$ cat src/core/page_regs_pkg.sv
// constants for the page register file and relocation path
`default_nettype none
package page_regs_pkg;
  localparam int VA_W        = 16;
  localparam int PA_W        = 18;
  localparam int BASE_W      = 12;
  localparam int DESC_W      = 16;
  localparam int IDX_W       = 4;
  localparam int NUM_MODES   = 3;
  localparam int NUM_REGS    = 16;
  localparam int REG_IDX_LO  = 1;
  localparam int VA_TOP_LO   = 13;
  localparam int VA_TOP_W    = 3;
  localparam int SEL_BIT     = 5;
  localparam int BLOCK_LO    = 6;
  localparam int BLOCK_W     = 7;
  localparam int LOW_W       = 6;
  localparam int HI_LO       = 16;
  localparam int DESC_HI_LO  = 8;
  localparam int DESC_HI_W   = 8;
  localparam int DESC_LO_W   = 4;
  localparam int DESC_A_BIT  = 7;
  localparam int DESC_W_BIT  = 6;
  localparam int PASS_W      = 10;
  localparam logic [1:0]        IO_PAGE_HI = 2'h3;
  localparam logic [1:0]        NO_PAGE_HI = 2'h0;
  localparam logic [VA_TOP_W-1:0] IO_TOP   = 3'h7;
  localparam logic              SPACE_I    = 1'h0;
  localparam logic              SPACE_D    = 1'h1;
  localparam logic [1:0]        MODE_KERNEL = 2'h0;
  localparam logic [1:0]        MODE_SUPER  = 2'h1;
  localparam logic [1:0]        MODE_USER   = 2'h2;
endpackage
`default_nettype wire

$ cat src/core/page_register_file.sv
// page register file, accessed/written tracking and address relocation
//
// Function
// [RULE1] internal register index comes from virtual bits 4..1
// [RULE2] memory reference index low bits come from virtual bits 15..13
// [RULE3] memory reference top index bit is 0 for instruction, 1 for data
// [RULE4] top index bit source chosen per mode by data space enable
// [RULE5] base register written only on word or byte output with decode
// [RULE6] cycle terminate suppresses every software register write
// [RULE7] word output enables both lanes; byte output lane chosen by bit 0
// [RULE8] base register takes write data 11..0 at pause T4
// [RULE9] one mode's base set drives the base; read as bits 11..0
// [RULE10] descriptor holds length, accessed, written, direction, access control
// [RULE11] descriptor set selected by descriptor, paired base or mode selection
// [RULE12] descriptor writes load bits 15..8 and 3..0 like base writes
// [RULE13] tracking bits written on translation or on register write
// [RULE14] accessed bit set on a trap condition for that page
// [RULE15] written bit set by a write cycle to that page
// [RULE16] tracking bits captured at bust T5, written back at pause T4
// [RULE17] new tracking indications are ORed into stored bits
// [RULE18] no tracking set on abort or internal register access
// [RULE19] software write to either register of a pair clears tracking bits
// [RULE20] read returns base when bit 5 high, descriptor when low
// [RULE21] block number bits 12..6 added to the 12-bit base
// [RULE22] relocation on drives physical 17..6 from the adder
// [RULE23] relocation off passes virtual 15..6 through
// [RULE24] relocation off asserts physical 17..16 only for the top page
// [RULE25] virtual 5..0 pass straight to physical 5..0
// [RULE26] adder carry out is dropped
`default_nettype none
module page_register_file #(
  parameter int NREGS = page_regs_pkg::NUM_REGS
) (
  // clock and reset
  input  wire logic        CLK,
  input  wire logic        RST,
  // virtual address and write data from the core
  input  wire logic [15:0] VIRTUAL_ADDRESS_IN,
  input  wire logic [15:0] WRITE_DATA,
  // bus cycle timing
  input  wire logic        WORD_OUTPUT_CYCLE,
  input  wire logic        BYTE_OUTPUT_CYCLE,
  input  wire logic        CYCLE_TERMINATE,
  input  wire logic        BUST_T5,
  input  wire logic        PAUSE_T4,
  input  wire logic        WRITE_CYCLE,
  // control from the space, status and abort logic
  input  wire logic        RELOCATION_ON,
  input  wire logic [1:0]  ACTIVE_MODE,
  input  wire logic        DATA_SPACE,
  input  wire logic [2:0]  DATA_SPACE_ENABLE,
  input  wire logic        INTERNAL_REG,
  input  wire logic [2:0]  BASE_DECODE,
  input  wire logic [2:0]  DESC_DECODE,
  input  wire logic        ABORT,
  input  wire logic        TRAP_CONDITION,
  // outputs
  output logic [17:0]      PHYSICAL_ADDRESS,
  output logic [15:0]      READ_DATA,
  output logic [1:0]       BYTE_LANE_EN,
  output logic             ACCESSED_HOLD,
  output logic             WRITTEN_HOLD
);
  localparam int BW = page_regs_pkg::BASE_W;
  localparam int DW = page_regs_pkg::DESC_W;
  localparam int IW = page_regs_pkg::IDX_W;
  localparam int NM = page_regs_pkg::NUM_MODES;

  logic [IW-1:0]    reg_index;
  logic [IW-1:0]    ref_index [NM];
  logic [IW-1:0]    mode_index [NM];
  logic [NM-1:0]    mode_sel;
  logic [NM-1:0]    base_sel;
  logic [NM-1:0]    desc_sel;
  logic             out_cycle;
  logic [1:0]       nxt_lanes;
  logic             write_ok;
  logic [BW-1:0]    base_rd [NM];
  logic [DW-1:0]    desc_rd [NM];
  logic [BW-1:0]    page_base;
  logic [DW-1:0]    page_desc;
  logic [BW-1:0]    relocated;
  logic [17:0]      nxt_phys;
  logic [1:0]       io_page_flag;
  logic             tracking_we;
  logic             accessed_hold_ff;
  logic             written_hold_ff;
  logic             track_ok;
  logic [DW-1:0]    track_mask;
  logic [DW-1:0]    desc_wmask;
  logic [DW-1:0]    desc_wdata;
  logic [DW-1:0]    sw_mask;

  // index for internal register access
  assign reg_index = VIRTUAL_ADDRESS_IN[page_regs_pkg::REG_IDX_LO +: IW]; // [RULE1]

  // per-mode register selection from decodes and the active mode
  genvar m;
  generate
    for (m = 0; m < NM; m++) begin : g_mode
      logic top_bit;
      // the data space enable routes each mode independently
      assign top_bit = DATA_SPACE_ENABLE[m] ? DATA_SPACE : page_regs_pkg::SPACE_I; // [RULE4]
      assign ref_index[m] = {top_bit, // [RULE3]
        VIRTUAL_ADDRESS_IN[page_regs_pkg::VA_TOP_LO +: page_regs_pkg::VA_TOP_W]}; // [RULE2]
      assign mode_index[m] = INTERNAL_REG ? reg_index : ref_index[m];
      assign mode_sel[m] = !INTERNAL_REG && (ACTIVE_MODE == 2'(m));
      assign base_sel[m] = INTERNAL_REG ? BASE_DECODE[m] : mode_sel[m]; // [RULE9]
      assign desc_sel[m] = INTERNAL_REG ? (DESC_DECODE[m] | BASE_DECODE[m]) // [RULE11]
                                        : mode_sel[m];

      page_reg_mem #(.WIDTH(BW), .DEPTH(NREGS), .AW(IW)) u_base (
        .clk   (CLK),
        .we    (write_ok && BASE_DECODE[m]), // [RULE5]
        .wmask ({BW{1'b1}}),
        .waddr (mode_index[m]),
        .wdata (WRITE_DATA[BW-1:0]), // [RULE8]
        .raddr (mode_index[m]),
        .rdata (base_rd[m])
      );

      page_reg_mem #(.WIDTH(DW), .DEPTH(NREGS), .AW(IW)) u_desc (
        .clk   (CLK),
        .we    (desc_sel[m] && (tracking_we || (write_ok && DESC_DECODE[m]))),
        .wmask ((write_ok && DESC_DECODE[m]) ? sw_mask : track_mask),
        .waddr (mode_index[m]),
        .wdata (desc_wdata),
        .raddr (mode_index[m]),
        .rdata (desc_rd[m])
      );
    end
  endgenerate

  // write qualification; terminate always wins
  assign out_cycle = WORD_OUTPUT_CYCLE || BYTE_OUTPUT_CYCLE; // [RULE5]
  assign write_ok  = out_cycle && !CYCLE_TERMINATE && PAUSE_T4 && INTERNAL_REG; // [RULE6] [RULE8]

  always_comb begin
    nxt_lanes = 2'h0;
    if (WORD_OUTPUT_CYCLE) begin
      nxt_lanes = 2'h3; // [RULE7]
    end else if (BYTE_OUTPUT_CYCLE) begin
      nxt_lanes = VIRTUAL_ADDRESS_IN[0] ? 2'h2 : 2'h1; // [RULE7]
    end
  end

  always_ff @(posedge CLK) begin
    if (RST) begin
      BYTE_LANE_EN <= 2'h0;
    end else begin
      BYTE_LANE_EN <= nxt_lanes;
    end
  end

  // one-hot selects, so or-ing the sets acts like the shared output lines
  always_comb begin
    page_base = '0;
    page_desc = '0;
    for (int i = 0; i < NM; i++) begin
      if (base_sel[i] || desc_sel[i]) begin
        page_base = page_base | base_rd[i]; // [RULE9]
        page_desc = page_desc | desc_rd[i];
      end
    end
  end

  // descriptor field layout: length 15..8, A 7, W 6, direction 3, access 2..0
  assign sw_mask = {{page_regs_pkg::DESC_HI_W{1'b1}}, 1'b1, 1'b1, 2'h0, // [RULE10] [RULE19]
                    {page_regs_pkg::DESC_LO_W{1'b1}}};
  assign track_mask = sw_mask & ~{{page_regs_pkg::DESC_HI_W{1'b1}}, 2'h0, 2'h0,
                                  {page_regs_pkg::DESC_LO_W{1'b1}}};

  // tracking write enable during translation or register write
  assign tracking_we = PAUSE_T4 && (!INTERNAL_REG || write_ok); // [RULE13]
  assign track_ok    = !INTERNAL_REG && !ABORT; // [RULE18]

  always_comb begin
    desc_wdata = '0;
    if (write_ok) begin
      // a software write loads fields and leaves A and W cleared
      desc_wdata[DW-1 -: page_regs_pkg::DESC_HI_W] =
        WRITE_DATA[DW-1 -: page_regs_pkg::DESC_HI_W]; // [RULE12]
      desc_wdata[page_regs_pkg::DESC_LO_W-1:0] =
        WRITE_DATA[page_regs_pkg::DESC_LO_W-1:0]; // [RULE12] [RULE19]
    end else begin
      desc_wdata[page_regs_pkg::DESC_A_BIT] =
        accessed_hold_ff || (track_ok && TRAP_CONDITION); // [RULE14] [RULE17]
      desc_wdata[page_regs_pkg::DESC_W_BIT] =
        written_hold_ff || (track_ok && WRITE_CYCLE); // [RULE15] [RULE17]
    end
  end

  // hold flops catch the stored bits at bust T5
  always_ff @(posedge CLK) begin
    if (RST) begin
      accessed_hold_ff <= 1'b0;
      written_hold_ff  <= 1'b0;
    end else if (BUST_T5) begin
      accessed_hold_ff <= page_desc[page_regs_pkg::DESC_A_BIT] && track_ok; // [RULE16]
      written_hold_ff  <= page_desc[page_regs_pkg::DESC_W_BIT] && track_ok; // [RULE16]
    end
  end

  assign ACCESSED_HOLD = accessed_hold_ff;
  assign WRITTEN_HOLD  = written_hold_ff;

  // register read path
  always_ff @(posedge CLK) begin
    if (RST) begin
      READ_DATA <= '0;
    end else if (VIRTUAL_ADDRESS_IN[page_regs_pkg::SEL_BIT]) begin
      READ_DATA <= {4'h0, page_base}; // [RULE20] [RULE9]
    end else begin
      READ_DATA <= page_desc; // [RULE20]
    end
  end

  // relocation; 12-bit sum keeps carry out away
  assign relocated = page_base + {5'h0,
    VIRTUAL_ADDRESS_IN[page_regs_pkg::BLOCK_LO +: page_regs_pkg::BLOCK_W]}; // [RULE21] [RULE26]

  assign io_page_flag = (VIRTUAL_ADDRESS_IN[page_regs_pkg::VA_TOP_LO +: page_regs_pkg::VA_TOP_W]
                         == page_regs_pkg::IO_TOP) ? page_regs_pkg::IO_PAGE_HI
                                                   : page_regs_pkg::NO_PAGE_HI; // [RULE24]

  always_comb begin
    if (RELOCATION_ON) begin
      nxt_phys = {relocated, VIRTUAL_ADDRESS_IN[page_regs_pkg::LOW_W-1:0]}; // [RULE22] [RULE25]
    end else begin
      nxt_phys = {io_page_flag, // [RULE24]
                  VIRTUAL_ADDRESS_IN[page_regs_pkg::BLOCK_LO +: page_regs_pkg::PASS_W], // [RULE23]
                  VIRTUAL_ADDRESS_IN[page_regs_pkg::LOW_W-1:0]}; // [RULE25]
    end
  end

  always_ff @(posedge CLK) begin
    if (RST) begin
      PHYSICAL_ADDRESS <= '0;
    end else begin
      PHYSICAL_ADDRESS <= nxt_phys;
    end
  end
endmodule
`default_nettype wire

$ cat src/core/page_reg_mem.sv
// one register set: sixteen entries with registered read data and write port
`default_nettype none
module page_reg_mem #(
  parameter int WIDTH = 12,
  parameter int DEPTH = 16,
  parameter int AW    = 4
) (
  // clock
  input  wire logic             clk,
  // write port
  input  wire logic             we,
  input  wire logic [WIDTH-1:0] wmask,
  input  wire logic [AW-1:0]    waddr,
  input  wire logic [WIDTH-1:0] wdata,
  // read port
  input  wire logic [AW-1:0]    raddr,
  output logic      [WIDTH-1:0] rdata
);
  logic [WIDTH-1:0] mem_ff [DEPTH];

  always_ff @(posedge clk) begin
    if (we) begin
      mem_ff[waddr] <= (mem_ff[waddr] & ~wmask) | (wdata & wmask);
    end
  end

  always_ff @(posedge clk) begin
    rdata <= mem_ff[raddr];
  end
endmodule
`default_nettype wire

$ cat config.mk
export PLATFORM = sky130hd
export DESIGN_NAME = page_register_file
export DESIGN_NICKNAME = d
export VERILOG_FILES = /design/src/core/page_regs_pkg.sv /design/src/core/page_register_file.sv /design/src/core/page_reg_mem.sv
export SDC_FILE = /design/constraint.sdc
export NUM_CORES = 2
export LEC_CHECK = 0
export BUFFER_PORTS_ARGS = -buffer_cell sky130_fd_sc_hd__buf_2
export CAP_MARGIN = 20
export CORE_MARGIN = 2
export CORE_UTILIZATION = 52
export CTS_BUF_LIST = sky130_fd_sc_hd__clkbuf_4
export DETAILED_ROUTE_END_ITERATION = 7
export GPL_TIMING_DRIVEN = 0
export MAX_ROUTING_LAYER = met4
export PLACE_DENSITY_LB_ADDON = 0.3
export REMOVE_ABC_BUFFERS = 1
export SYNTH_ARGS = -nofsm -noshare
export SYNTH_HDL_FRONTEND = slang
export SYNTH_HIERARCHICAL = 1
export SYNTH_SLANG_ARGS = --single-unit
$ cat constraint.sdc
create_clock -name CLK -period 5.6 [get_ports CLK]
set_input_delay 0 -clock CLK [delete_from_list [all_inputs] [get_ports CLK]]
set_output_delay 0 -clock CLK [all_outputs]
set_load 0.03 [all_outputs]
Word-level counts from Yosys, hierarchy flattened
Memory sizes are Yosys's and may differ from the RTL's. A register that Yosys moved wholly into a read port is not among the register bits.
Index checks and enable logic that the tools add are counted.

storage, ports and cells
  register bits = 86
  memory bits (writable) = 1344
  input port bits = 56
  output and inout bits = 38
  memories = 6

cells by class
  add/sub/neg operators = 1
  eq/ne operators = 3
  multiplexer cells = 42
  bitwise logic cells = 19
  reductions and logical operators = 36

memory list
  memory                   depth  bits a word  rd ports  clocked after Yosys merged registers in  wr ports  line                RTL
  g_mode[0].u_desc.mem_ff  16     16           1         0                                        1         page_reg_mem.sv:19  logic [WIDTH-1:0] mem_ff [DEPTH];
  g_mode[1].u_desc.mem_ff  16     16           1         0                                        1         page_reg_mem.sv:19
  g_mode[2].u_desc.mem_ff  16     16           1         0                                        1         page_reg_mem.sv:19
  g_mode[0].u_base.mem_ff  16     12           1         1                                        1         page_reg_mem.sv:19
  g_mode[1].u_base.mem_ff  16     12           1         1                                        1         page_reg_mem.sv:19
  g_mode[2].u_base.mem_ff  16     12           1         1                                        1         page_reg_mem.sv:19

operators with widths
  operator            number
  $and 16x16->16      6
  $mux 16             6
  $or 16x16->16       5
  $mux 12             4
  $not 16->16         3
  $or 12x12->12       2
  $logic_and 1x1->1   21
  $mux 1              21
  $mux 18             1
  $mux 4              4
  $add 12x7->12       1
  $logic_or 1x1->1    10
  $mux 2              5
  $mux 8              1
  $eq 3x3->1 const B  1
  $logic_not 1->1     3
  $or 1x1->1          3
  $eq 2x1->1 const B  1
  $eq 2x2->1 const B  1
  $logic_not 2->1     1
  $reduce_or 2->1     1

Longest topological paths before layout
  depth after elaboration = 11
  depth in mapped cells = 14
  mapped depth without buffers = 12

By module
Netlist, hierarchy kept.

modules (own cells, without submodules)
  module                                instances  cells an instance  area each (sq um)  sequential area each (sq um)
  page_reg_mem at g_mode[0].u_desc ...  3          664                12485.7            8007.7
  page_reg_mem at g_mode[0].u_base ...  3          506                9278.9             6005.8
  page_register_file                    1          273                2215.9             760.7

Worst setup path before layout
OpenSTA, ideal clock, no wires.

  path kind = input port to flip-flop
  start point = in INTERNAL_REG
  end point = mem g_mode[0].u_desc/mem_ff[12][0] in the netlist's numbering (enable)
  setup time = 0.409 ns
  data arrival time = 3.486 ns
  required time = 5.191 ns
  setup slack = 1.705 ns
  stages on the path = 6
  buffers on the path = 3
  cells stage by stage = clkbuf_1 o21ai_0 buf_2 clkbuf_1 nand3_1 nor3_1

RTL lines
  item         line                      RTL
  from (decl)  page_register_file.sv:52  input wire logic INTERNAL_REG,
  to (decl)    page_reg_mem.sv:19

Final worst setup path
  start point = in INTERNAL_REG
  end point = reg PHYSICAL_ADDRESS[17]

on the way
  cells in the longest elaborated chain, start to end = 11
  elaborated cells between the ends (all ways) = 20
  classes of those cells = add/sub (1); mux (10); bitwise (2); reduce/logical (7)

ends and longest elaborated chain
  item                              line                                                  RTL
  $logic_not 1->1                   page_register_file.sv:107                             assign mode_sel[m] = !INTERNAL_REG && (ACTIVE_MODE == 2'(m));
  $logic_and 1x1->1                 page_register_file.sv:107
  $mux 1, on equally long branches  page_register_file.sv:108, page_register_file.sv:109
  $logic_or 1x1->1                  page_register_file.sv:160                             if (base_sel[i] || desc_sel[i]) begin
  $mux 12                           page_register_file.sv:160
  $or 12x12->12                     page_register_file.sv:161                             page_base = page_base | base_rd[i];
  $mux 12                           page_register_file.sv:160
  $or 12x12->12                     page_register_file.sv:161
  $mux 12 (*)                       page_register_file.sv:160
  $add 12x7->12 (*)                 page_register_file.sv:219                             assign relocated = page_base + {5'h0,
  $mux 18 (*)                       page_register_file.sv:227                             if (RELOCATION_ON) begin
  to (signal assigned)              page_register_file.sv:240                             PHYSICAL_ADDRESS <= nxt_phys;
  to (decl)                         page_register_file.sv:58                              output logic [17:0] PHYSICAL_ADDRESS,

Every way passes the cells marked *; elsewhere a longest branch is shown, timed or not.
A chain may end at the register's enable or synchronous reset.

==> flow_summary.ini <==
[outcome]
status = complete, no violations

[floorplan]
start_util = 0.5227
rows = 132
ios = 94
die_w_um = 364.3
die_area_mm2 = 0.1327
die_y_um = 364.3
core_area_mm2 = 0.1292

[finish]
fillers = 9317
postLayoutCoreUtil = 0.6059
nets = 4441
syn_to_final_growth_pct = 15.92
layout_commonest_cell = edfxtp_1
drive_above_1_share = 0.2887
mostFrequentLayoutCells = edfxtp_1, clkbuf_4, mux2i_1
design_area_mm2 = 0.07826

[worst_setup_path]
crit_top_cell = dlygate4sd3_1
start_kind = input pin
required_ps = 6720
end_kind = register
crit_fanout = 17
max_stage_delay_ps = 860
crit_slowest_cell = dlygate4sd3_1
cp_top_family = buffers and inverters
critical_path_buf_inv_count = 7
cp.arrival_ps = 6700
worstSetupPathType = in -> reg
path_cells = dlygate4sd3_1 -> buf_2 -> o21ai_0 -> dlygate4sd3_1 -> o31ai_4 -> dlygate4sd3_1 -> buf_16 -> a22oi_1 -> nand2_1 -> ha_1 -> nand3_1 -> o211ai_1 -> o21ai_0 -> a2bb2oi_1 -> dlygate4sd3_1 -> nand2_1 -> dlygate4sd3_1

[timing]
skew_ps = 85.12
fmax_ghz = 0.1794
period_share = 0.9954
hold_viol_final = 0
min_period_ps = 5574
setup_viol = 0
slew_headroom = 0.1668
final_max_slew_viol_count = 0
worstMarginPinSlew_ps = 1246
rsz0062_at_grt = false

[clocking]
tritoncts = done
h-tree-depth = 5
clk_pin_slew_ps = 60
cts-root-buf = clkbuf_4
cts-buffers-inserted = 378
cts.sinks = 1466
clkLatencyLatePin_ps = 1330
cts_buffer_depth = 4

[global_route]
grt_pass1_wl_um = 266200
overflow = 0
grt_pass1_vias = 41380
antenna_found_initial = 7
grt_max_degree = 111
grtUsageTotal = 0.2836

[logic_synthesis]
ys_warn_count = 6
synthTopCellsByArea = edfxtp_1, mux4_2, mux2i_1, mux4_1, dfxtp_1
ys_seq_area_frac = 0.6340
avgSynthCellArea_um2 = 17.85
synthArstFlopShare = 0
syn_area_mm2 = 0.06751
yosys_most_used_dff = edfxtp_1
synth_edf_count = 1344
synth_area_leader_cell = edfxtp_1
synth_top_area_frac = 0.5978
synth_cell_types = 54
synth_seq_cells = 1466
postSynthCellCount = 3783

[power]
pwr_density_cell_mw_per_mm2 = 310.3
leakage_nw = 26.93
ir_drop_uv = 269.5
power_w = 0.02428

[place]
place.gp.congestion = 0.8026
dp_hpwl_um = 112400
port_buffers = 93
place_area_mm2 = 0.07209

[drt]
viasPerCell = 6.414
vias = 41120
avgRoutedWirePerCell_um = 28.25
dr.pass1.iters = 8
drc = 0
first_iter_violations = 4612
routed_wl_um = 181100
ant_nets = 0

[run]
maxCapViolations = 0

[hold_path]
worstHoldPathType = in -> reg
-- tightest hold or removal path, stage by stage --
cell and delay [ps]:
buf_2 210, and2_1 420, nor3_1 270, a21oi_1 190
-- routing by layer --
metal  wire (um)  GRT usage  share of wire  up-vias
li1            -          -              -    17370
met1       69940     0.3747           0.39    20890
met2       85470     0.4280           0.47     2456
met3       19620    0.06998           0.11      411
met4        6060     0.1094          0.033        0
met5           0          -              0        -
-- state kept, by name, indices dropped and copies added (netlist names) --
| signal | cells |
|---|---|
| g_mode.u_base/mem_ff | 576 |
| READ_DATA | 16 |
| ACCESSED_HOLD | 1 |
| WRITTEN_HOLD | 1 |
| g_mode.u_desc/mem_ff | 768 |
| g_mode.u_desc/rdata | 48 |
| BYTE_LANE_EN | 2 |
| g_mode.u_base/rdata | 36 |
| PHYSICAL_ADDRESS | 18 |
-- final cells by class --
cell class	instances	area, um2	share of cell area
repair buffers	386	4678	0.05978
diodes	13	32.53	0.0004157
well taps	1742	2180	0.02785
multi-input cells	2141	23940	0.3059
inverters	4	15.01	0.0001919
clock buffers	557	4182	0.05343
clock inverters	102	429.2	0.005484
flip-flops and latches	1466	42800	0.5469
-- where the power goes --
group	internal [W]	switching, W
sequential	0.0124	0.000119
clock	0.00458	0.00420
combinational	0.00122	0.00174
-- path summary, 6_finish.rpt --
path,start,to,slack (ps),cells past startpoint
max,INTERNAL_REG,PHYSICAL_ADDRESS[17],30,17
min,DESC_DECODE[1],g_mode[1].u_desc/mem_ff[5][12],50,4
max reg2reg,g_mode[1].u_base/rdata[0],PHYSICAL_ADDRESS[10],1500,11
min reg2reg,g_mode[2].u_desc/rdata[12],READ_DATA[12],640,2
-- synth_stat cells, types with 7 or more instances --
master and number:
mux4_1 156, o41a_1 9, nand3_1 31, or3b_2 15, buf_1 26, nor3_1 93, o22ai_1 189, a2bb2oi_1 16
edfxtp_1 1344, nor2b_1 115, a222oi_1 20, mux4_2 348, nand3b_1 31, mux2_2 47, nor2_1 132, a211oi_1 37
a22oi_1 8, o21ai_0 45, buf_4 24, nand2b_1 28, or3_1 32, a21oi_1 88, mux2i_1 438, a221oi_1 33
and2_1 21, nand2_1 42, buf_6 27, ha_1 7, buf_2 89, dfxtp_1 122, o32ai_1 18, clkbuf_1 100
-- cells by family after synthesis --
| family | Yosys count | synth area share |
|---|---|---|
| multiplexers | 989 | 0.2496 |
| other | 2 | 0.0001112 |
| AO/OA/AOI/OAI | 479 | 0.04717 |
| adder cells (fa/ha/maj) | 8 | 0.001594 |
| buffers and inverters | 276 | 0.02256 |
| AND/OR/NAND/NOR | 556 | 0.04407 |
| flip-flops | 1466 | 0.6340 |
| XOR/XNOR | 7 | 0.0009082 |
-- what timing repair did --
item                       CTS  global route
resized for setup            0             0
hold buffers               143             0
setup buffers                0             0
hold endpoints to repair  2712             0
-- through the flow --
stage,setup slack [ps],std cells,setup TNS (ps),hold slack [ps]
4_1_cts,434.5,6389,0,31.57
3_3_place_gp,-38720,5446,-,233.0
5_1_grt,90.43,6405,0,9.474
3_5_place_dp,-89.28,5587,-2479,245.5
6_report,25.89,6411,0,53.85
2_1_floorplan,-17350,3611,-,66.69
No activity file was read; power rests on OpenSTA's default activity.
